## config.mk

```make
export PLATFORM = sky130hd
export DESIGN_NAME = dp_host
export DESIGN_NICKNAME = d
export VERILOG_FILES = /design/src/core/dp_sync2.v /design/src/core/dp_host.v
export VERILOG_INCLUDE_DIRS = /design/src /design/src/core
export SDC_FILE = /design/constraint.sdc
export NUM_CORES = 1
export LEC_CHECK = 0
export ABC_AREA = 1
export BUFFER_PORTS_ARGS = -buffer_cell sky130_fd_sc_hd__buf_2
export CAP_MARGIN = 20
export CORE_ASPECT_RATIO = 1.2
export CORE_MARGIN = 2
export CORE_UTILIZATION = 30
export CTS_CLUSTER_SIZE = 16
export DETAILED_ROUTE_END_ITERATION = 8
export MAX_ROUTING_LAYER = met4
export PLACE_DENSITY = 0.62
export REMOVE_ABC_BUFFERS = 1
export SYNTH_ARGS = -nofsm -noshare
export SYNTH_HDL_FRONTEND = slang
export SYNTH_HIERARCHICAL = 1
export SYNTH_SLANG_ARGS = --single-unit
export TNS_END_PERCENT = 5
```

## constraint.sdc

```tcl
create_clock -name SYS_CLK -period 1.7 [get_ports SYS_CLK]
set_input_delay 0.085 -clock SYS_CLK [delete_from_list [all_inputs] [get_ports SYS_CLK]]
set_output_delay 0.085 -clock SYS_CLK [all_outputs]
set_load 0.02 [all_outputs]
```

## src/core/dp_host_defs.vh

```
`ifndef DP_HOST_DEFS_VH
`define DP_HOST_DEFS_VH

// Register byte offsets on the APB port
`define ADDR_CTRL 8'h00
`define ADDR_STROBE 8'h04
`define ADDR_STATUS 8'h08
`define ADDR_INT_STAT 8'h0C
`define ADDR_INT_MASK 8'h10

// Control register: each bit is the level driven on one device pin
`define CTRL_W 21
`define B_MEM_DIR_N 0
`define B_SBE_LO_N 1
`define B_SBE_HI_N 2
`define B_CPU_GATE 3
`define B_CPU_SEL_N 4
`define B_MEM_GATE 5
`define B_MEM_SEL_N 6
`define B_SDIR_LO_N 7
`define B_SDIR_HI_N 8
`define B_SEN_LO_N 9
`define B_SEN_HI_N 10
`define B_LOBUF_SEL 11
`define B_SLOT_SEL_N 12
`define B_SWAP_DIR 13
`define B_SWAP_EN_N 14
`define B_PDIR_N 15
`define B_PEN_N 16
`define B_BE_LO_N 17
`define B_BE_HI_N 18
`define B_CAS_A_N 19
`define B_CAS_B_N 20

// Reset value: every driver enable, byte enable and column strobe negated
`define CTRL_RESET 21'h1FD7D7
// Output enables (active low) and direction bits
`define EN_MASK 21'h014606
`define DIR_MASK 21'h00A181

// Strobe register bits
`define S_CONV 0
`define S_SLOT 1

// Status and interrupt bits
`define ST_BUSY 0
`define ST_PERR_N 1
`define INT_PERR 0
`define INT_DONE 1
`define INT_REFUSED 2
`define INT_W 3

// Timing counts in SYS_CLK cycles
`define STROBE_CYCLES 2
`define TURN_CYCLES 1

`endif

```

## src/core/dp_sync2.v

```verilog
`default_nettype none

// Two-stage synchroniser for levels arriving from the data path device
module dp_sync2 #(
	parameter WIDTH = 1
) (
	// Clock and reset
	input wire clk,
	input wire reset_n,
	// Data
	input wire [WIDTH-1:0] d,
	output reg [WIDTH-1:0] q
);

	reg [WIDTH-1:0] meta_reg;

	// First stage feeds only the second stage
	always @(posedge clk or negedge reset_n) begin
		if (!reset_n) begin
			meta_reg <= {WIDTH{1'b1}};
			q <= {WIDTH{1'b1}};
		end else begin
			meta_reg <= d;
			q <= meta_reg;
		end
	end

endmodule // dp_sync2

`default_nettype wire

```

## src/core/dp_host.v

```verilog
// Contract
// - Memory direction low moves memory bytes to processor; high moves processor bytes to memory.
// - Low system/processor byte: direction low routes system to processor; enable low drives.
// - High system/processor byte: direction low routes system to processor; enable low drives.
// - Swap enabled: direction high copies low byte to high, low copies high to low.
// - Peripheral buffer: direction low moves peripheral to system; drives while enable low.
// - A 32-bit path uses two 16-bit data path devices, one per half.
// - Buffer select high routes latched system low byte to processor; low routes live.
`default_nettype none
`include "dp_host_defs.vh"

module dp_host #(
	parameter STROBE_CYCLES = `STROBE_CYCLES,
	parameter TURN_CYCLES = `TURN_CYCLES
) (
	// Clock and reset
	input wire SYS_CLK,
	input wire RESET_N,
	// APB slave
	input wire PSEL,
	input wire PENABLE,
	input wire PWRITE,
	input wire [7:0] PADDR,
	input wire [31:0] PWDATA,
	output reg [31:0] PRDATA,
	output reg PREADY,
	output reg PSLVERR,
	output reg IRQ,
	// Data path control pins driven to one 16-bit device; a 32-bit path pairs two controllers
	output wire MEMORY_READ_DIR_N,
	output wire SYS_BYTE_EN_LO_N,
	output wire SYS_BYTE_EN_HI_N,
	output wire CPU_LATCH_GATE,
	output wire CPU_LATCHED_SELECT_N,
	output wire MEM_LATCH_GATE,
	output wire MEM_LATCHED_SELECT_N,
	output wire SYS_TO_CPU_DIR_LO_N,
	output wire SYS_TO_CPU_DIR_HI_N,
	output wire SYS_CPU_EN_LO_N,
	output wire SYS_CPU_EN_HI_N,
	output wire LOW_BUFFER_LATCHED_SELECT,
	output wire SLOT_HIGH_LIVE_SELECT_N,
	output wire SWAP_DIRECTION,
	output wire SWAP_ENABLE_N,
	output wire PERIPH_READ_DIR_N,
	output wire PERIPH_BUFFER_EN_N,
	output wire CPU_BYTE_EN_LO_N,
	output wire CPU_BYTE_EN_HI_N,
	output wire BANK_A_COL_STROBE_IN_N,
	output wire BANK_B_COL_STROBE_IN_N,
	// Latch strobes driven to the device
	output reg CONVERSION_STROBE,
	output reg SLOT_HIGH_LATCH_STROBE,
	// Device outputs observed
	input wire PARITY_ERROR_OUT_N,
	input wire LATCHED_BYTE_EN_LO_N,
	input wire LATCHED_BYTE_EN_HI_N,
	input wire BANK_A_LO_COL_STROBE_N,
	input wire BANK_A_HI_COL_STROBE_N,
	input wire BANK_B_LO_COL_STROBE_N,
	input wire BANK_B_HI_COL_STROBE_N
);

	localparam ST_IDLE = 2'd0;
	localparam ST_OFF = 2'd1;
	localparam ST_TURN = 2'd2;

	// True when two drivers would fight on one system data byte
	function bus_conflict;
		input [`CTRL_W-1:0] c;
		reg lo_a, lo_b, lo_c, hi_a, hi_b;
		begin
			lo_a = !c[`B_PEN_N] && !c[`B_PDIR_N];
			lo_b = !c[`B_SEN_LO_N] && c[`B_SDIR_LO_N];
			lo_c = !c[`B_SWAP_EN_N] && !c[`B_SWAP_DIR];
			hi_a = !c[`B_SEN_HI_N] && c[`B_SDIR_HI_N];
			hi_b = !c[`B_SWAP_EN_N] && c[`B_SWAP_DIR];
			bus_conflict = (lo_a && lo_b) || (lo_a && lo_c) || (lo_b && lo_c) || (hi_a && hi_b);
		end
	endfunction

	// Register decode, shared by read and write paths
	function [2:0] reg_sel;
		input [7:0] a;
		begin
			case (a)
				`ADDR_CTRL: reg_sel = 3'h1;
				`ADDR_STROBE: reg_sel = 3'h2;
				`ADDR_STATUS: reg_sel = 3'h3;
				`ADDR_INT_STAT: reg_sel = 3'h4;
				`ADDR_INT_MASK: reg_sel = 3'h5;
				default: reg_sel = 3'h0;
			endcase
		end
	endfunction

	reg [`CTRL_W-1:0] ctrl_reg;
	reg [`CTRL_W-1:0] pins_reg;
	reg [1:0] state_reg;
	reg [7:0] turn_cnt_reg;
	reg [`INT_W-1:0] int_stat_reg;
	reg [`INT_W-1:0] int_mask_reg;
	reg perr_seen_reg;
	reg [1:0] strobe_go;
	wire [6:0] dev_sync;
	wire [2:0] sel;
	wire access;
	wire done_xfer;
	wire wr_ctrl;
	wire refuse;
	wire perr_now;
	reg [`INT_W-1:0] int_set;
	reg [31:0] rd_data;

	// Device outputs come from another chip, so they pass two flops
	dp_sync2 #(.WIDTH(7)) u_sync (
		.clk(SYS_CLK),
		.reset_n(RESET_N),
		.d({BANK_B_HI_COL_STROBE_N, BANK_B_LO_COL_STROBE_N, BANK_A_HI_COL_STROBE_N,
			BANK_A_LO_COL_STROBE_N, LATCHED_BYTE_EN_HI_N, LATCHED_BYTE_EN_LO_N, PARITY_ERROR_OUT_N}),
		.q(dev_sync)
	);

	// Pin levels straight from the pin register
	assign MEMORY_READ_DIR_N = pins_reg[`B_MEM_DIR_N];
	assign SYS_BYTE_EN_LO_N = pins_reg[`B_SBE_LO_N];
	assign SYS_BYTE_EN_HI_N = pins_reg[`B_SBE_HI_N];
	assign CPU_LATCH_GATE = pins_reg[`B_CPU_GATE];
	assign CPU_LATCHED_SELECT_N = pins_reg[`B_CPU_SEL_N];
	assign MEM_LATCH_GATE = pins_reg[`B_MEM_GATE];
	assign MEM_LATCHED_SELECT_N = pins_reg[`B_MEM_SEL_N];
	assign SYS_TO_CPU_DIR_LO_N = pins_reg[`B_SDIR_LO_N];
	assign SYS_TO_CPU_DIR_HI_N = pins_reg[`B_SDIR_HI_N];
	assign SYS_CPU_EN_LO_N = pins_reg[`B_SEN_LO_N];
	assign SYS_CPU_EN_HI_N = pins_reg[`B_SEN_HI_N];
	assign LOW_BUFFER_LATCHED_SELECT = pins_reg[`B_LOBUF_SEL];
	assign SLOT_HIGH_LIVE_SELECT_N = pins_reg[`B_SLOT_SEL_N];
	assign SWAP_DIRECTION = pins_reg[`B_SWAP_DIR];
	assign SWAP_ENABLE_N = pins_reg[`B_SWAP_EN_N];
	assign PERIPH_READ_DIR_N = pins_reg[`B_PDIR_N];
	assign PERIPH_BUFFER_EN_N = pins_reg[`B_PEN_N];
	assign CPU_BYTE_EN_LO_N = pins_reg[`B_BE_LO_N];
	assign CPU_BYTE_EN_HI_N = pins_reg[`B_BE_HI_N];
	assign BANK_A_COL_STROBE_IN_N = pins_reg[`B_CAS_A_N];
	assign BANK_B_COL_STROBE_IN_N = pins_reg[`B_CAS_B_N];

	// Bus handshake: one wait state, completion at the edge PREADY is high
	assign sel = reg_sel(PADDR);
	assign access = PSEL && PENABLE;
	assign done_xfer = access && PREADY;
	// Control writes that would fight on the bus, or arrive mid-turnaround, are refused
	assign refuse = PWRITE && (sel == 3'h1) && ((state_reg != ST_IDLE) || bus_conflict(PWDATA[`CTRL_W-1:0]));
	assign wr_ctrl = done_xfer && PWRITE && (sel == 3'h1) && !refuse;
	// Error output counts only while the device is set for a read
	assign perr_now = !dev_sync[0] && !pins_reg[`B_MEM_DIR_N];

	// Read mux
	always @* begin
		rd_data = 32'h0000_0000;
		case (sel)
			3'h1: rd_data[`CTRL_W-1:0] = ctrl_reg;
			3'h3: rd_data[7:0] = {dev_sync, state_reg != ST_IDLE};
			3'h4: rd_data[`INT_W-1:0] = int_stat_reg;
			3'h5: rd_data[`INT_W-1:0] = int_mask_reg;
			default: rd_data = 32'h0000_0000;
		endcase
	end

	// Interrupt events of this cycle
	always @* begin
		int_set = {`INT_W{1'b0}};
		int_set[`INT_PERR] = perr_now && !perr_seen_reg;
		int_set[`INT_DONE] = (state_reg == ST_TURN) && (turn_cnt_reg == 8'h00);
		int_set[`INT_REFUSED] = done_xfer && refuse;
	end

	// APB answer, interrupt status and mask
	always @(posedge SYS_CLK or negedge RESET_N) begin
		if (!RESET_N) begin
			PREADY <= 1'b0;
			PRDATA <= 32'h0000_0000;
			PSLVERR <= 1'b0;
			IRQ <= 1'b0;
			int_stat_reg <= {`INT_W{1'b0}};
			int_mask_reg <= {`INT_W{1'b0}};
			perr_seen_reg <= 1'b0;
		end else begin
			PREADY <= access && !PREADY;
			PRDATA <= (access && !PREADY && !PWRITE) ? rd_data : 32'h0000_0000;
			PSLVERR <= access && !PREADY && ((sel == 3'h0) || refuse || (sel == 3'h3 && PWRITE));
			perr_seen_reg <= perr_now;
			// A new event wins over the clear by read
			if (done_xfer && !PWRITE && sel == 3'h4) begin
				int_stat_reg <= int_set;
			end else begin
				int_stat_reg <= int_stat_reg | int_set;
			end
			if (done_xfer && PWRITE && sel == 3'h5) begin
				int_mask_reg <= PWDATA[`INT_W-1:0];
			end
			IRQ <= |((int_stat_reg | int_set) & int_mask_reg);
		end
	end

	// Pin sequencer: on a direction change, enables go off, directions turn, enables return
	always @(posedge SYS_CLK or negedge RESET_N) begin
		if (!RESET_N) begin
			ctrl_reg <= `CTRL_RESET;
			pins_reg <= `CTRL_RESET;
			state_reg <= ST_IDLE;
			turn_cnt_reg <= 8'h00;
		end else begin
			case (state_reg)
				ST_IDLE: begin
					if (wr_ctrl) begin
						ctrl_reg <= PWDATA[`CTRL_W-1:0];
						if (|((PWDATA[`CTRL_W-1:0] ^ pins_reg) & `DIR_MASK)) begin
							pins_reg <= pins_reg | `EN_MASK;
							turn_cnt_reg <= TURN_CYCLES[7:0] - 8'h01;
							state_reg <= ST_OFF;
						end else begin
							pins_reg <= PWDATA[`CTRL_W-1:0];
						end
					end
				end
				ST_OFF: begin
					if (turn_cnt_reg == 8'h00) begin
						pins_reg <= ctrl_reg | `EN_MASK;
						turn_cnt_reg <= TURN_CYCLES[7:0] - 8'h01;
						state_reg <= ST_TURN;
					end else begin
						turn_cnt_reg <= turn_cnt_reg - 8'h01;
					end
				end
				ST_TURN: begin
					if (turn_cnt_reg == 8'h00) begin
						pins_reg <= ctrl_reg;
						state_reg <= ST_IDLE;
					end else begin
						turn_cnt_reg <= turn_cnt_reg - 8'h01;
					end
				end
				default: begin
					state_reg <= ST_IDLE;
				end
			endcase
		end
	end

	// Strobe register write launches a fixed-width high pulse per bit
	always @* begin
		strobe_go = 2'b00;
		if (done_xfer && PWRITE && sel == 3'h2) begin
			strobe_go = PWDATA[1:0];
		end
	end

	genvar gi;
	generate
		for (gi = 0; gi < 2; gi = gi + 1) begin : g_strobe
			reg [7:0] cnt_reg;
			// A restart while running only stretches the pulse, no extra edge
			always @(posedge SYS_CLK or negedge RESET_N) begin
				if (!RESET_N) begin
					cnt_reg <= 8'h00;
				end else if (strobe_go[gi]) begin
					cnt_reg <= STROBE_CYCLES[7:0];
				end else if (cnt_reg != 8'h00) begin
					cnt_reg <= cnt_reg - 8'h01;
				end
			end
		end
	endgenerate

	// Strobe pins from flops; rising edge makes the device capture
	always @(posedge SYS_CLK or negedge RESET_N) begin
		if (!RESET_N) begin
			CONVERSION_STROBE <= 1'b0;
			SLOT_HIGH_LATCH_STROBE <= 1'b0;
		end else begin
			CONVERSION_STROBE <= strobe_go[`S_CONV] || (g_strobe[0].cnt_reg > 8'h01);
			SLOT_HIGH_LATCH_STROBE <= strobe_go[`S_SLOT] || (g_strobe[1].cnt_reg > 8'h01);
		end
	end

endmodule // dp_host

`default_nettype wire

```

After elaboration in Yosys (flattened, before gate mapping)
Index checks and enable logic that the tools add are counted.
{ "totals": {"register_bits": 115, "latch_bits": 0, "mem_bits_rw": 0, "mem_bits_ro": 0, "inputBits": 52, "out_inout_bits": 58, "wordCells": 134, "n_memories": 0} }
{ "op_classes": {"add_sub_neg": 3, "mul": 0, "div_mod_pow": 0, "order_cmp": 2, "n_eq_ne": 17, "shift": 0, "muxes": 26, "bitwise": 3, "n_reduce_logical": 65} }
{ "op_table": {"columns": ["operator", "count"], "rows": [
  ["2-to-1 mux 21 bit", 5],
  ["2-to-1 mux 8 bit", 8],
  ["one-hot mux 21 bit (3 select lines)", 1],
  ["logical AND 1 bit", 28],
  ["one-hot mux 8 bit (3 select lines)", 1],
  ["subtractor 8 x 1 -> 8 bit (second input constant)", 3],
  ["== test 8 x 4 -> 1 bit (second input constant)", 2],
  ["> comparator 8 x 1 -> 1 bit (second input constant)", 2],
  ["zero test 8 bit", 2],
  ["nonzero test 8 bit", 2],
  ["XOR 16 bit", 1],
  ["one-hot mux 3 bit (5 select lines)", 1],
  ["2-to-1 mux 13 bit", 1],
  ["zero test 1 bit", 12],
  ["one-hot mux 3 bit (4 select lines)", 1],
  ["AND reduction 4 bit", 3],
  ["2-to-1 mux 2 bit", 5],
  ["inequality test 2 bit (second input constant)", 5],
  ["one-hot mux 5 bit (2 select lines)", 1],
  ["== test 8 x 3 -> 1 bit (second input constant)", 1],
  ["== test 8 x 5 -> 1 bit (second input constant)", 1],
  ["logical OR 1 bit", 8],
  ["== test 3 x 2 -> 1 bit (second input constant)", 2],
  ["== test 3 bit (second input constant)", 2],
  ["16 further kinds", 18]
]} }

Longest topological paths before layout
{ "logic_depth": {"word_depth": 12, "ltp_mapped": 11, "mapped_depth_nobuf": 11} }

By module
Netlist, hierarchy kept.
{ "by_module_without_submodules": {"columns": ["mod", "instances", "cells_each", "area_each_um2", "seq_area_each_um2"], "rows": [
  ["dp_host", 1, 712, 5382.7, 2570.0],
  ["dp_sync2", 1, 14, 367.9, 367.9]
]} }

Worst setup path after synthesis
No wires, ideal clock.
{ "synth_timing": {"kind": "register -> register", "startpoint": "register state_reg[0]", "endpoint": "register pins_reg[3]", "setup_time_ns": 0.065, "t_arrival_ns": 1.747, "required_time_ns": 1.635, "setup_slack_ns": -0.112, "path_stages_with_launch": 11, "path_buffers": 2, "period_less_slack_ns": 1.812, "path_cell_list": "dfrtp_1 -> inv_1 -> ha_1 -> clkbuf_1 -> inv_1 -> nor2_1 -> clkbuf_1 -> nand2_1 -> nand2_1 -> nand4_1 -> nand2_1"} }
{ "synth_between": {"elab_chain_cells": 7, "word_cells_on_any_way": 15, "classes_between": "6 x eq/ne; 1 x mux; 8 x reduce/logical"} }
{ "synth_rtl": {"columns": ["element", "line", "text"], "rows": [
  ["from (decl)", "dp_host.v:99", "reg [1:0] state_reg;"],
  ["from (signal assigned)", "dp_host.v:210", "state_reg <= ST_IDLE;"],
  ["from (signal assigned)", "dp_host.v:220", "state_reg <= ST_OFF;"],
  ["from (signal assigned)", "dp_host.v:230", "state_reg <= ST_TURN;"],
  ["nonzero test 2 bit", "dp_host.v:152", "assign refuse = PWRITE && (sel == 3'h1) && ((state_reg != ST_IDLE) || bus_conflict(PWDATA[`CTRL_W-1:0]));"],
  ["logical OR 1 bit", "dp_host.v:152", null],
  ["logical AND 1 bit", "dp_host.v:152", null],
  ["zero test 1 bit", "dp_host.v:153", "assign wr_ctrl = done_xfer && PWRITE && (sel == 3'h1) && !refuse;"],
  ["logical AND 1 bit", "dp_host.v:153", null],
  ["inequality test 2 bit (no line)", null, null],
  ["AND reduction 5 bit (no line)", null, null],
  ["to (signal assigned)", "dp_host.v:209", "pins_reg <= `CTRL_RESET;"],
  ["to (signal assigned)", "dp_host.v:218", "pins_reg <= pins_reg | `EN_MASK;"],
  ["to (signal assigned)", "dp_host.v:222", "pins_reg <= PWDATA[`CTRL_W-1:0];"],
  ["to (decl)", "dp_host.v:98", "reg [`CTRL_W-1:0] pins_reg;"]
]} }
Parallel ways exist; a longest one is shown, timed or not.
A chain may end at the register's enable or synchronous reset.

Worst setup path after layout
{ "layout_timing": {"startpoint": "register state_reg[0]", "endpoint": "register pins_reg[4]"} }
Same word-level chain as after synthesis.

==> impl_metrics.tcl <==
set metrics [dict create \
    instances_no_fill 1153 \
    drtIter0Drc 299 \
    final_period_minus_worst_setup_slack_ns 1.623 \
    unrepaired_setup_endpoints_after_global_routing "yes" \
    core.rowCount 55 \
    start_util 0.3050 \
    syn-instance-count 726 \
    detailedRoute.firstPassIterationCount 4 \
    fin_tns_setup_ns 0 \
    die_area_mm2 0.02030 \
    hold_violations 0 \
    postLayoutSetupSlackWorst_ns 0.07660 \
    synthTopCellsByArea "sky130_fd_sc_hd__dfrtp_1 29%, sky130_fd_sc_hd__dfstp_2 22%, sky130_fd_sc_hd__nand2_1 13%, sky130_fd_sc_hd__nor2_1 6.6%, sky130_fd_sc_hd__inv_1 5.9%" \
    maxCapViolations 0 \
    rr_worst_depth 9 \
    fp.dieW_um 130.4 \
    ys.warnings.count 6 \
    critical_path_peak_fanout 7 \
    peakVddDrop_v 0.0005786 \
    hold_class "in2reg" \
    number_of_antenna_violations_at_the_first_check_in_global_routing 0 \
    post_route_clock_period_utilization 0.9549 \
    dieHeight_um 155.7 \
    dp_hpwl_um 10740 \
    area_added_between_synthesis_and_finish_pct 34.33 \
    worst_setup_path_start_kind "register" \
    fmax_mhz 616.0 \
    stdcell_area_mm2 0.007725 \
    worstReg2RegStart "state_reg[0]" \
    post_route_cells_drive_above_1_share 0.2620 \
    clock_tree.htree_level_count 4 \
    numClockSinks 115 \
    finalNetCount 946 \
    worst_setup_hold_path_clk_slew_ns 0.05 \
    cp.arrival_ns 1.97 \
    powerDensity_mw_per_mm2 1024 \
    io_pins 110 \
    clock_tree_from_tritoncts "built" \
    gp_routability_congestion 0.8633 \
    first_pass_grt_wire_length_um 24380 \
    postRouteAntennaNets 0 \
    post-place-cells 1086 \
    fill_cells 1954 \
    post_synth.cell_area_avg_um2 7.921 \
    grt_overflow_total 0 \
    totalWireLength_um 15080 \
    yosysTopAreaCell "sky130_fd_sc_hd__dfrtp_1" \
    routedWlPerCell_um 13.08 \
    reg2reg_slack_ns 0.08 \
    placed_area_mm2 0.006693 \
    criticalPathCategory "reg2reg" \
    vias_per_inst 4.480 \
    grtUsageTotal 0.1586 \
    cts_root_buffer "sky130_fd_sc_hd__clkbuf_16" \
    port-buffer-count 87 \
    hold_start "PWDATA[16]" \
    multiInputGateArea_mm2 0.002407 \
    yosys.cell_types.count 30 \
    power_mw 7.907 \
    vias 5166 \
    outcome "finished clean" \
    diodes 0 \
    timing.clock.skew_ns 0.007389 \
    hold-path-endpoint "ctrl_reg[16]" \
    synth_area_mm2 0.005751 \
    hold-path-cell-count 3 \
    detailedPlace.worstSlack_ns 0.004907 \
    number_of_global_route_vias_before_repair 5011 \
    cts_buffer_depth 2 \
    cp-end-kind "register" \
    drcViolationCount 0 \
    leakage_nw 3.968 \
    setup_viol 0 \
    yosys.area.top_type_share 0.2916 \
    timing.critical_path.required_ns 2.05 \
    clk_latency_ns 0.42 \
    grt_start_max_net_pins 40 \
    r2r_end "pins_reg[4]" \
    seq_area_mm2 0.002938 \
    synth-seq-cells 115 \
    synth_seq_area_share 0.5109 \
    drv_slew 0 \
    tritoncts.num_buffers 17 \
    core_area_mm2 0.01886 \
]
## layer usage
metal / routed length, µm / vias to the layer above / global-route usage / part of all wire
met4: 527 / 0 / 0.07092 / 0.035
met2: 7463 / 136 / 0.2568 / 0.49
met1: 6216 / 2391 / 0.1881 / 0.41
met5: 0 / - / - / 0
met3: 872 / 37 / 0.03669 / 0.058
li1: - / 2602 / - / -
## power by group
part,leakage [nW],switching [mW],internal [mW],total [mW]
registers,1.38,0.172,3.02,3.19
clock network,0.283,1.22,2.26,3.48
logic,2.31,0.733,0.502,1.23
total,3.97,2.12,5.79,7.91
## kinds of logic (layout without fill, tap and decap cells)
logic type | Yosys count | count (layout) | synth area share
DFF | 115 | 115 | 0.5109
and+or+nand+nor | 402 | 403 | 0.3018
adders and majority gates | 10 | 10 | 0.02176
xor gates and xnor gates | 8 | 8 | 0.01218
AOI/OAI and AO/OA | 66 | 66 | 0.06092
buffers and inverters | 124 | 284 | 0.09182
other | 1 | 11 | 0.0006521
## worst max-delay path by stage
stage | start | end | slack [ns] | cells past startpoint
after global placement | turn_cnt_reg[0] | pins_reg[13] | 0.03 | 9
after global routing | state_reg[0] | ctrl_reg[8] | -0.05 | 7
after floorplan | PADDR[3] | state_reg[0] | -0.93 | 7
after CTS | turn_cnt_reg[0] | pins_reg[3] | -0.006 | 9
after detailed placement | turn_cnt_reg[0] | pins_reg[11] | 0.005 | 9
final | state_reg[0] | pins_reg[4] | 0.08 | 9
## layout by cell type, fill, tap and decap left out, types with 6 or more instances in the layout
cell                            synthesis  routed
sky130_fd_sc_hd__nand2_1              201     199
sky130_fd_sc_hd__nor2_1               101      94
sky130_fd_sc_hd__inv_1                 91      89
sky130_fd_sc_hd__buf_2                  8      86
sky130_fd_sc_hd__dfrtp_1               67      67
sky130_fd_sc_hd__dfstp_2               48      48
sky130_fd_sc_hd__nand4_1               46      46
sky130_fd_sc_hd__nand3_1               34      34
sky130_fd_sc_hd__a21oi_1               34      33
sky130_fd_sc_hd__buf_4                 12      32
sky130_fd_sc_hd__dlygate4sd3_1          0      31
sky130_fd_sc_hd__o21ai_0               28      27
sky130_fd_sc_hd__clkbuf_16              0      17
sky130_fd_sc_hd__conb_1                 1      11
sky130_fd_sc_hd__ha_1                  10       8
sky130_fd_sc_hd__nor2_2                 4       7
sky130_fd_sc_hd__nor3_1                 7       7
sky130_fd_sc_hd__buf_6                  1       6
## cell usage after synthesis (all sizes together)
| cell type | n |
|---|---|
| nand3b | 1 |
| xor2 | 4 |
| buf | 21 |
| clkbuf | 10 |
| o2111ai | 1 |
| a22oi | 1 |
| o211ai | 1 |
| inv | 93 |
| nor2 | 105 |
| nand2 | 203 |
| xnor2 | 4 |
| dfrtp | 67 |
| or2 | 1 |
| nor3 | 8 |
| nand4 | 46 |
| nand3 | 38 |
| a21oi | 34 |
| ha | 10 |
| conb | 1 |
| dfstp | 48 |
| o21ai | 29 |
## critical path, stage by stage (launching register included)
cell and delay [ns]:
sky130_fd_sc_hd__dfrtp_1 0.40, sky130_fd_sc_hd__inv_1 0.08, sky130_fd_sc_hd__ha_1 0.24, sky130_fd_sc_hd__nor2_4 0.17, sky130_fd_sc_hd__nor2_2 0.08, sky130_fd_sc_hd__nor2_4 0.18
sky130_fd_sc_hd__buf_6 0.14, sky130_fd_sc_hd__nand3_4 0.11, sky130_fd_sc_hd__nand2_1 0.10, sky130_fd_sc_hd__nand2_1 0.05
## area by class of cell
type                            instances  share of cell area
Clock buffer                           23             0.06187
Clock inverter                          9             0.01344
Inverter                               93             0.04519
Multi-Input combinational cell        498              0.3116
Sequential cell                       115              0.3803
Tap cell                              256             0.04146
Timing Repair Buffer                  159              0.1461
## what timing repair did
action / 4_1_cts / 5_1_grt
hold buffers: 31 / 0
hold endpoints to repair: 111 / 0
pin swaps: 0 / 9
setup buffers: 0 / 3
resized for setup: 0 / 27
endpoints found under the setup margin: 1 / 52
cloned: 0 / 1
## through the flow
| stage | util | hold WS, ns |
|---|---|---|
| final | 0.4097 | 0.02770 |
| after global routing | 0.4097 | 0.03032 |
| after CTS | 0.4023 | 0.01084 |
| after detailed placement | 0.3549 | 0.02054 |
| after global placement | 0.3549 | 0.02125 |
| after floorplan | - | -0.2106 |
(Power assumes the default switching activity.)
